**config.mk**
```make
export PLATFORM = sky130hd
export DESIGN_NAME = isf_frame_tx
export DESIGN_NICKNAME = d
export VERILOG_FILES = /design/src/hdl/isf_pkg.sv /design/src/hdl/isf_frame_tx.sv
export SDC_FILE = /design/constraint.sdc
export NUM_CORES = 1
export LEC_CHECK = 0
export BUFFER_PORTS_ARGS = -buffer_cell sky130_fd_sc_hd__buf_2
export CAP_MARGIN = 10
export CORE_ASPECT_RATIO = 1.2
export CORE_MARGIN = 1
export CORE_UTILIZATION = 50
export DETAILED_ROUTE_END_ITERATION = 10
export HOLD_SLACK_MARGIN = 0.15
export PLACE_DENSITY = 0.68
export SLEW_MARGIN = 0
export SYNTH_ARGS = -nofsm -noshare
export SYNTH_HDL_FRONTEND = slang
export SYNTH_SLANG_ARGS = --single-unit
```
**constraint.sdc**
```tcl
create_clock -name mclk -period 8.3 [get_ports mclk]
set_clock_uncertainty 0.15 [all_clocks]
set_input_delay 1.245 -clock mclk [delete_from_list [all_inputs] [get_ports mclk]]
set_output_delay 1.245 -clock mclk [all_outputs]
set_load 0.02 [all_outputs]
```
**src/hdl/isf_pkg.sv**
```systemverilog
// Purpose: Shared constants and types for the sample frame transmitter
// Assumes: 50 MHz system clock
// Notes: Register map is local to this block
package isf_pkg;
	localparam int unsigned CLK_HZ = 50000000;
	localparam int unsigned BAUD_DEFAULT = 460800;
	localparam int unsigned BIT_CYCLES = CLK_HZ / BAUD_DEFAULT;
	localparam int unsigned SAMPLE_HZ = 800;
	localparam int unsigned SAMPLE_CYCLES = CLK_HZ / SAMPLE_HZ;
	localparam int unsigned COMP_CYCLES = 64;
	localparam logic [15:0] DECIM_DEFAULT = 16'h0004;
	localparam logic [2:0] FILTER_DEFAULT = 3'h2;
	localparam logic [2:0] ACCEL_RANGE_DEFAULT = 3'h0;
	localparam logic [2:0] GYRO_RANGE_DEFAULT = 3'h0;
	localparam logic [1:0] SELECT_DEFAULT = 2'h3;
	localparam logic [7:0] MARKER_BYTE = 8'ha5;
	localparam logic [7:0] MSG_TYPE = 8'ha2;
	localparam logic [7:0] ACCEL_CODE = 8'h81;
	localparam logic [7:0] RATE_CODE = 8'h82;
	localparam logic [7:0] VEC_SIZE = 8'h0c;
	localparam logic [7:0] FIELD_LEN = 8'h0e;
	localparam logic [3:0] REG_CTRL = 4'h0;
	localparam logic [3:0] REG_DECIM = 4'h1;
	localparam logic [3:0] REG_STATUS = 4'h2;
	localparam logic [3:0] REG_FILTER = 4'h3;
	localparam logic [3:0] REG_RANGE = 4'h4;
	localparam int CTRL_TRIG_EN = 0;
	localparam int CTRL_SEL_ACCEL = 1;
	localparam int CTRL_SEL_RATE = 2;

	typedef struct packed {
		logic [95:0] accel;
		logic [95:0] rate;
	} isf_sample_t;

	typedef struct packed {
		logic [3:0] addr;
		logic [31:0] wdata;
		logic wr;
		logic rd;
	} isf_bus_t;

	typedef enum logic [3:0] {
		TX_IDLE = 4'b0001,
		TX_START = 4'b0010,
		TX_DATA = 4'b0100,
		TX_STOP = 4'b1000
	} isf_tx_t;
endpackage

```
**src/hdl/isf_frame_tx.sv**
```systemverilog
// Purpose: Samples sensors at a fixed rate and frames samples onto the serial link
// Assumes: Sensor words arrive on sensorIn, already compensated by upstream logic
// Notes: Command decoding is outside; software sets mode through the register port
//
// Design decisions made here: the strobed register port and the address map.
`timescale 1ns/1ps
module isf_frame_tx import isf_pkg::*; #(
	parameter int unsigned SAMPLE_PERIOD = SAMPLE_CYCLES,
	parameter int unsigned BIT_PERIOD = BIT_CYCLES
) (
	input wire logic mclk,
	input wire logic sys_rst,
	input wire isf_bus_t busIn,
	output logic [31:0] rdata,
	input wire isf_sample_t sensorIn,
	input wire logic serial_rx_pos,
	input wire logic serial_rx_neg,
	output logic serialTxPos,
	output logic serialTxNeg,
	output logic rxLevel,
	output logic sample_valid_strobe,
	input wire logic ext_sample_request_in,
	input wire logic gps_second_pulse_in,
	output logic ppsSeen
);
	localparam int unsigned SP_W = $clog2(SAMPLE_PERIOD + 1);
	localparam int unsigned BP_W = $clog2(BIT_PERIOD + 1);

	// Fletcher step, modulo 255
	function automatic logic [7:0] mod255(input logic [7:0] a, input logic [7:0] b);
		logic [8:0] s;
		s = {1'b0, a} + {1'b0, b};
		if (s >= 9'd255)
			s = s - 9'd255;
		return s[7:0];
	endfunction

	logic trigEn;
	logic [1:0] select;
	logic [15:0] decim;
	logic [2:0] filterSel;
	logic [2:0] accelRange;
	logic [2:0] gyroRange;
	logic [SP_W-1:0] sampleCnt;
	logic sampleTick;
	logic [15:0] decimCnt;
	logic [6:0] compCnt;
	logic compDone;
	isf_sample_t latest;
	isf_sample_t frame;
	logic [2:0] trigSync;
	logic [2:0] ppsSync;
	logic [2:0] rxpSync;
	logic [2:0] rxnSync;
	logic trigLevel;
	logic ppsLevel;
	logic trigPrev;
	logic trigRise;
	logic sendReq;
	logic [5:0] byteIdx;
	logic [5:0] frameLen;
	logic [7:0] curByte;
	logic [7:0] sumA;
	logic [7:0] sumB;
	logic busy;
	isf_tx_t txState;
	logic [BP_W-1:0] bitCnt;
	logic [2:0] bitIdx;
	logic [7:0] shiftReg;
	logic txLine;
	logic byteDone;

	// Software-visible configuration
	always_ff @(posedge mclk) begin
		if (sys_rst) begin
			trigEn <= 1'b0;
			select <= SELECT_DEFAULT;
			decim <= DECIM_DEFAULT;
			filterSel <= FILTER_DEFAULT;
			accelRange <= ACCEL_RANGE_DEFAULT;
			gyroRange <= GYRO_RANGE_DEFAULT;
		end else if (busIn.wr) begin
			case (busIn.addr)
				REG_CTRL: begin
					trigEn <= busIn.wdata[CTRL_TRIG_EN];
					select <= {busIn.wdata[CTRL_SEL_RATE], busIn.wdata[CTRL_SEL_ACCEL]};
				end
				REG_DECIM: decim <= busIn.wdata[15:0];
				REG_FILTER: filterSel <= busIn.wdata[2:0];
				REG_RANGE: begin
					accelRange <= busIn.wdata[2:0];
					gyroRange <= busIn.wdata[6:4];
				end
				default: ;
			endcase
		end
	end

	always_ff @(posedge mclk) begin
		if (sys_rst)
			rdata <= 32'h0;
		else if (busIn.rd) begin
			case (busIn.addr)
				REG_CTRL: rdata <= {29'h0, select[1], select[0], trigEn};
				REG_DECIM: rdata <= {16'h0, decim};
				REG_STATUS: rdata <= {26'h0, byteIdx};
				REG_FILTER: rdata <= {29'h0, filterSel};
				REG_RANGE: rdata <= {25'h0, gyroRange, 1'b0, accelRange};
				default: rdata <= 32'h0;
			endcase
		end else
			rdata <= 32'h0;
	end

	// Three-stage synchronisers; a change counts once stages two and three agree, and for the rx pair once the two lines also differ
	always_ff @(posedge mclk) begin
		if (sys_rst) begin
			trigSync <= 3'h0;
			ppsSync <= 3'h0;
			rxpSync <= 3'h7;
			rxnSync <= 3'h0;
			trigLevel <= 1'b0;
			ppsLevel <= 1'b0;
			rxLevel <= 1'b1;
			trigPrev <= 1'b0;
		end else begin
			trigSync <= {trigSync[1:0], ext_sample_request_in};
			ppsSync <= {ppsSync[1:0], gps_second_pulse_in};
			rxpSync <= {rxpSync[1:0], serial_rx_pos};
			rxnSync <= {rxnSync[1:0], serial_rx_neg};
			trigPrev <= trigLevel;
			if (trigSync[1] == trigSync[2])
				trigLevel <= trigSync[2];
			if (ppsSync[1] == ppsSync[2])
				ppsLevel <= ppsSync[2];
			if (rxpSync[1] == rxpSync[2] && rxnSync[1] == rxnSync[2] && rxpSync[2] != rxnSync[2])
				rxLevel <= rxpSync[2];
		end
	end

	// Sticky until reset; the pulse itself only marks a second here
	always_ff @(posedge mclk) begin
		if (sys_rst)
			ppsSeen <= 1'b0;
		else if (ppsLevel)
			ppsSeen <= 1'b1;
	end

	// Fixed internal sample clock, independent of the output rate
	always_ff @(posedge mclk) begin
		if (sys_rst) begin
			sampleCnt <= '0;
			sampleTick <= 1'b0;
		end else begin
			sampleTick <= 1'b0;
			if (sampleCnt == SP_W'(SAMPLE_PERIOD - 1)) begin
				sampleCnt <= '0;
				sampleTick <= 1'b1;
			end else
				sampleCnt <= sampleCnt + 1'b1;
		end
	end

	// Compensation delay after each sample; latest holds the newest finished one
	always_ff @(posedge mclk) begin
		if (sys_rst) begin
			compCnt <= '0;
			compDone <= 1'b0;
			latest <= '0;
		end else begin
			compDone <= 1'b0;
			if (sampleTick)
				compCnt <= 7'(COMP_CYCLES - 1); // Done lands COMP_CYCLES after the tick
			else if (compCnt != 7'h0) begin
				compCnt <= compCnt - 1'b1;
				if (compCnt == 7'h1) begin
					compDone <= 1'b1;
					latest <= sensorIn;
				end
			end
		end
	end

	// Decimation: one message per decim samples; zero treated as one
	always_ff @(posedge mclk) begin
		if (sys_rst) begin
			decimCnt <= 16'h0;
			sendReq <= 1'b0;
		end else begin
			sendReq <= 1'b0;
			if (trigEn) begin
				decimCnt <= 16'h0;
			end else if (compDone) begin
				if (decimCnt + 16'h1 >= decim) begin
					decimCnt <= 16'h0;
					sendReq <= 1'b1;
				end else
					decimCnt <= decimCnt + 16'h1;
			end
		end
	end

	assign trigRise = trigEn & trigLevel & ~trigPrev;

	// Frame byte for the current index
	always_comb begin
		logic [5:0] p;
		logic [7:0] plen;
		p = 6'h0;
		plen = 8'(({7'h0, select[0]} + {7'h0, select[1]}) * FIELD_LEN);
		curByte = 8'h0;
		case (byteIdx)
			6'd0: curByte = MARKER_BYTE;
			6'd1: curByte = MARKER_BYTE;
			6'd2: curByte = MSG_TYPE;
			6'd3: curByte = plen;
			default: begin
				if (byteIdx >= frameLen - 6'd2)
					curByte = (byteIdx == frameLen - 6'd2) ? sumA : sumB;
				else begin
					p = byteIdx - 6'd4;
					if (select[0] && p < 6'd14) begin
						if (p == 6'd0)
							curByte = ACCEL_CODE;
						else if (p == 6'd1)
							curByte = VEC_SIZE;
						else
							curByte = frame.accel[8'(95 - 8 * (p - 6'd2)) -: 8];
					end else begin
						if (select[0])
							p = p - 6'd14;
						if (p == 6'd0)
							curByte = RATE_CODE;
						else if (p == 6'd1)
							curByte = VEC_SIZE;
						else
							curByte = frame.rate[8'(95 - 8 * (p - 6'd2)) -: 8];
					end
				end
			end
		endcase
	end

	// Message sequencing and checksum
	always_ff @(posedge mclk) begin
		if (sys_rst) begin
			busy <= 1'b0;
			byteIdx <= 6'h0;
			frameLen <= 6'h0;
			sumA <= 8'h0;
			sumB <= 8'h0;
			frame <= '0;
		end else if (!busy) begin
			if ((sendReq || trigRise) && select != 2'h0) begin
				busy <= 1'b1;
				byteIdx <= 6'h0;
				sumA <= 8'h0;
				sumB <= 8'h0;
				frame <= latest;
				frameLen <= 6'd6 + (select[0] ? 6'd14 : 6'd0) + (select[1] ? 6'd14 : 6'd0);
			end
		end else if (byteDone) begin
			if (byteIdx < frameLen - 6'd2) begin
				sumA <= mod255(sumA, curByte);
				sumB <= mod255(sumB, mod255(sumA, curByte));
			end
			if (byteIdx == frameLen - 6'd1)
				busy <= 1'b0;
			byteIdx <= byteIdx + 6'h1;
		end
	end

	// 8N1 serial transmitter
	always_ff @(posedge mclk) begin
		if (sys_rst) begin
			txState <= TX_IDLE;
			bitCnt <= '0;
			bitIdx <= 3'h0;
			shiftReg <= 8'h0;
			txLine <= 1'b1;
			byteDone <= 1'b0;
		end else begin
			byteDone <= 1'b0;
			case (txState)
				TX_IDLE: begin
					txLine <= 1'b1;
					if (busy && !byteDone) begin
						shiftReg <= curByte;
						txLine <= 1'b0;
						bitCnt <= '0;
						txState <= TX_START;
					end
				end
				TX_START, TX_DATA: begin
					if (bitCnt == BP_W'(BIT_PERIOD - 1)) begin
						bitCnt <= '0;
						if (txState == TX_START) begin
							txLine <= shiftReg[0];
							bitIdx <= 3'h0;
							txState <= TX_DATA;
						end else if (bitIdx == 3'h7) begin
							txLine <= 1'b1;
							txState <= TX_STOP;
						end else begin
							txLine <= shiftReg[bitIdx + 3'h1];
							bitIdx <= bitIdx + 3'h1;
						end
					end else
						bitCnt <= bitCnt + 1'b1;
				end
				TX_STOP: begin
					if (bitCnt == BP_W'(BIT_PERIOD - 1)) begin
						bitCnt <= '0;
						byteDone <= 1'b1;
						txState <= TX_IDLE;
					end else
						bitCnt <= bitCnt + 1'b1;
				end
				default: txState <= TX_IDLE;
			endcase
		end
	end

	always_ff @(posedge mclk) begin
		if (sys_rst) begin
			serialTxPos <= 1'b1;
			serialTxNeg <= 1'b0;
		end else begin
			serialTxPos <= txLine;
			serialTxNeg <= ~txLine;
		end
	end

	// Validity strobe; in trigger mode it tracks compensation, not transmission
	always_ff @(posedge mclk) begin
		if (sys_rst)
			sample_valid_strobe <= 1'b1;
		else if (trigEn) begin
			if (sampleTick)
				sample_valid_strobe <= 1'b0;
			else if (compDone)
				sample_valid_strobe <= 1'b1;
		end else begin
			if (sampleTick && decimCnt + 16'h1 >= decim)
				sample_valid_strobe <= 1'b0;
			else if (busy && byteDone && byteIdx == frameLen - 6'd1)
				sample_valid_strobe <= 1'b1;
		end
	end
endmodule

```
==> impl_metrics.yaml <==
outcome:
  status: "complete, no violations"
clock_tree:
  cts_setup_buffers: 0
  numCtsBuffers: 54
  htreeDepth: 2
  cts.sinks: 541
  cts_root_buf: "clkbuf_16"
  clk_pin_slew_ns: 0.06
  clk_path_buf_depth: 3
  tritoncts: "yes"
  insertion_delay_ns: 0.61
  holdBufCountCts: 0
synthesis:
  synthesis.instances: 2932
  async_reset_ff_share_pct: 0
  synth_top_area_cell: "dfxtp_1"
  synth_cell_types: 83
  synth.avg_cell_area_um2: 8.04
  syn_area_um2: 23600
  ys_seq_area_share_pct: 45.9
  yosys_most_used_dff: "dfxtp_1"
  synth_enable_flop_cells: 0
  ys_seq_elements: 541
  netlist_top_cells_area: "dfxtp_1, nand2_1, a21oi_1, mux4_2, ha_1"
  yosys.area.top_type_share_pct: 45.9
  yosys_warnings: 0
sta:
  finalMaxSlewViolations: 0
  rsz0062_at_grt: "no"
  tns_ns: 0
  setup_viol: 0
  finalCritPeriodShare_pct: 93.7
  tightestPinTransition_ns: 1.18
  slew-limit-headroom_pct: 21.1
  finalHoldViolCount: 0
  fmax_ghz: 0.129
  min_period_ns: 7.78
place:
  io_buffers: 240
  place_hpwl_um: 41100
  place_congestion: 0.924
  place_area_um2: 25100
critical_path:
  startpoint: "byteIdx[1]"
  rrSetupSlack_ns: 0.52
  crit_slowest_cell: "fa_1"
  worstReg2RegStart: "byteIdx[1]"
  path_class: "reg2reg"
  end_kind: "register"
  crit_path_frequent_cell: "ha_1"
  crit_required_ns: 8.63
  cp.arrival_ns: 8.11
  cp_slowest_stage_delay_ns: 0.53
  setup.worst_path.start_class: "register"
  crit_fanout: 8
die:
  core_area_um2: 46300
  die_area_um2: 48000
  die_h_um: 240
  rows: 86
  start_util_pct: 50.9
  die_w_um: 200
  ios: 273
drt:
  vias: 20500
  vias_per_cell: 5.50
  wirelength_um: 59800
  ant_nets: 0
  drt_first_pass_iters: 6
  dr.first_iter.drc_count: 1159
  routedWlPerCell_um: 16.0
  drc_errors: 0
power_and_ir_drop:
  p_switching_mw: 1.49
  seqPwrFrac_pct: 49.1
  cellInternalPower_mw: 4.28
  swShare_pct: 25.8
  p_clk_share_pct: 40.9
  p_per_area_nw_per_um2: 215
  max-vdd-ir-drop_uv: 231
  p_comb_share_pct: 10.0
  power_leakage_nw: 9.71
global_routing:
  grt_pass1_vias: 19500
  gr-total-overflow: 0
  grt_max_degree: 201
  grt_pass1_wl_um: 98200
  grt_use_total_pct: 24.8
  antenna_found_initial: 0
flow_run:
  drv_cap: 0
cells_and_area:
  layout-drive-gt1-share_pct: 14.1
  fillers: 4333
  antenna_cells: 0
  final_cell_mix: "nand2_1, dfxtp_1, a21oi_1, buf_2, nor2_1"
  design_area_um2: 26800
  nNetsFinal: 3375
  final_common_cell: "nand2_1"
  areaGrowthSynthToFinish_pct: 13.7
min_path:
  hold_class: "reg2reg"
  min-delay-start: "rxpSync[0]"
critical path: cells and delay by family, from the launching register on:
family	cells	cell delay, ns
AOI/OAI and AO/OA	10	2.00
xor gates and xnor gates	3	0.46
adders and majority gates	7	2.19
buffers and inverters	6	0.70
DFF	1	0.41
muxes	1	0.12
and+or+nand+nor	9	1.62
sequential cells by signal (all words and copies together), names as in the netlist, 4 cells and up:
register	count
frame	192
latest	192
decimCnt	16
decim	16
rdata	16
sampleCnt	16
shiftReg	8
sumA	8
sumB	8
bitCnt	7
compCnt	7
byteIdx	6
frameLen	4
txState	4
cell type report:
class,instances,area (um^2),share of cell area (%)
inverter,50,188,0.700
multi-input combinational,2152,11900,44.2
clock inverter,19,189,0.705
sequential,541,10800,40.4
clock buffer,76,1520,5.68
tap,616,771,2.87
timing repair buffer,271,1460,5.43
what timing repair did:
item / 4_1_cts / 5_1_grt
setup endpoints to repair: 0 / 7
gates resized for setup: 0 / 9
endpoints found under the hold margin: 0 / 0
cells in the mapped netlist (all sizes together), types with 6 or more instances:
master	instances
clkbuf	165
nor3	37
or2	13
nor4	8
o21a	7
a211oi	10
o211ai	7
inv	49
mux2i	6
o221ai	6
dfxtp	541
o31a	6
nand2	916
nor2b	23
a21oi	493
a22oi	21
a31oi	6
a22o	10
a21o	20
mux4	45
nand3b	12
o21ai	56
and3	15
xor2	30
and2	12
xnor2	30
nand3	40
nor2	136
ha	67
nand4	12
nand2b	10
buf	39
kinds of logic (layout without fill, tap and decap cells):
logic type	count (synthesis)	count (layout)	synth area share, %
AO/OA/AOI/OAI	699	699	17.0
XOR/XNOR	60	60	2.26
adder cells (fa/ha/maj)	69	69	3.73
buffers and inverters	254	416	4.38
flip-flops	541	541	45.9
multiplexers	51	51	4.55
other	1	16	0.0159
AND/OR/NAND/NOR	1257	1257	22.1
per-stage QoR:
step / setup WS [ns] / hold slack [ns] / instances / utilization [%] / total power, mW
after floorplan: 0.625 / 0.239 / 2947 / - / 3.28
after global placement: 0.550 / 0.253 / 3630 / 54.2 / 3.45
after detailed placement: 0.469 / 0.251 / 3630 / 54.2 / 3.47
after CTS: 0.420 / 0.269 / 3725 / 57.9 / 5.83
after global routing: 0.00541 / 0.290 / 3725 / 57.9 / 6.03
final: 0.519 / 0.265 / 3725 / 57.9 / 5.77
per-layer routing:
metal | up-vias | part of all wire, % | routed length [um] | global-route usage (%)
li1 | 10200 | - | - | -
met1 | 9676 | 43 | 25800 | 31.9
met2 | 538 | 48 | 28700 | 42.6
met3 | 109 | 5.3 | 3200 | 2.98
met4 | 0 | 3.3 | 2000 | 9.67
met5 | - | 0 | 0 | 0
path summary, 6_finish.rpt:
| check | endpoint | cells past startpoint |
|---|---|---|
| worst min register to register | rxpSync[1] | 1 |
| worst min-delay path | rxpSync[1] | 1 |
| worst max register to register | sumB[2] | 36 |
| worst max-delay path | sumB[2] | 36 |
power by group through the flow:
| stage | Sequential [mW] | Combinational [mW] | Clock [mW] |
|---|---|---|---|
| floorplan | 2.86 | 0.419 | 0 |
| global placement | 2.88 | 0.569 | 0 |
| detailed placement | 2.89 | 0.584 | 0 |
| CTS | 2.83 | 0.587 | 2.41 |
| global route | 2.85 | 0.661 | 2.52 |
| finish | 2.83 | 0.579 | 2.36 |
No activity file was read; power rests on OpenSTA's default activity.
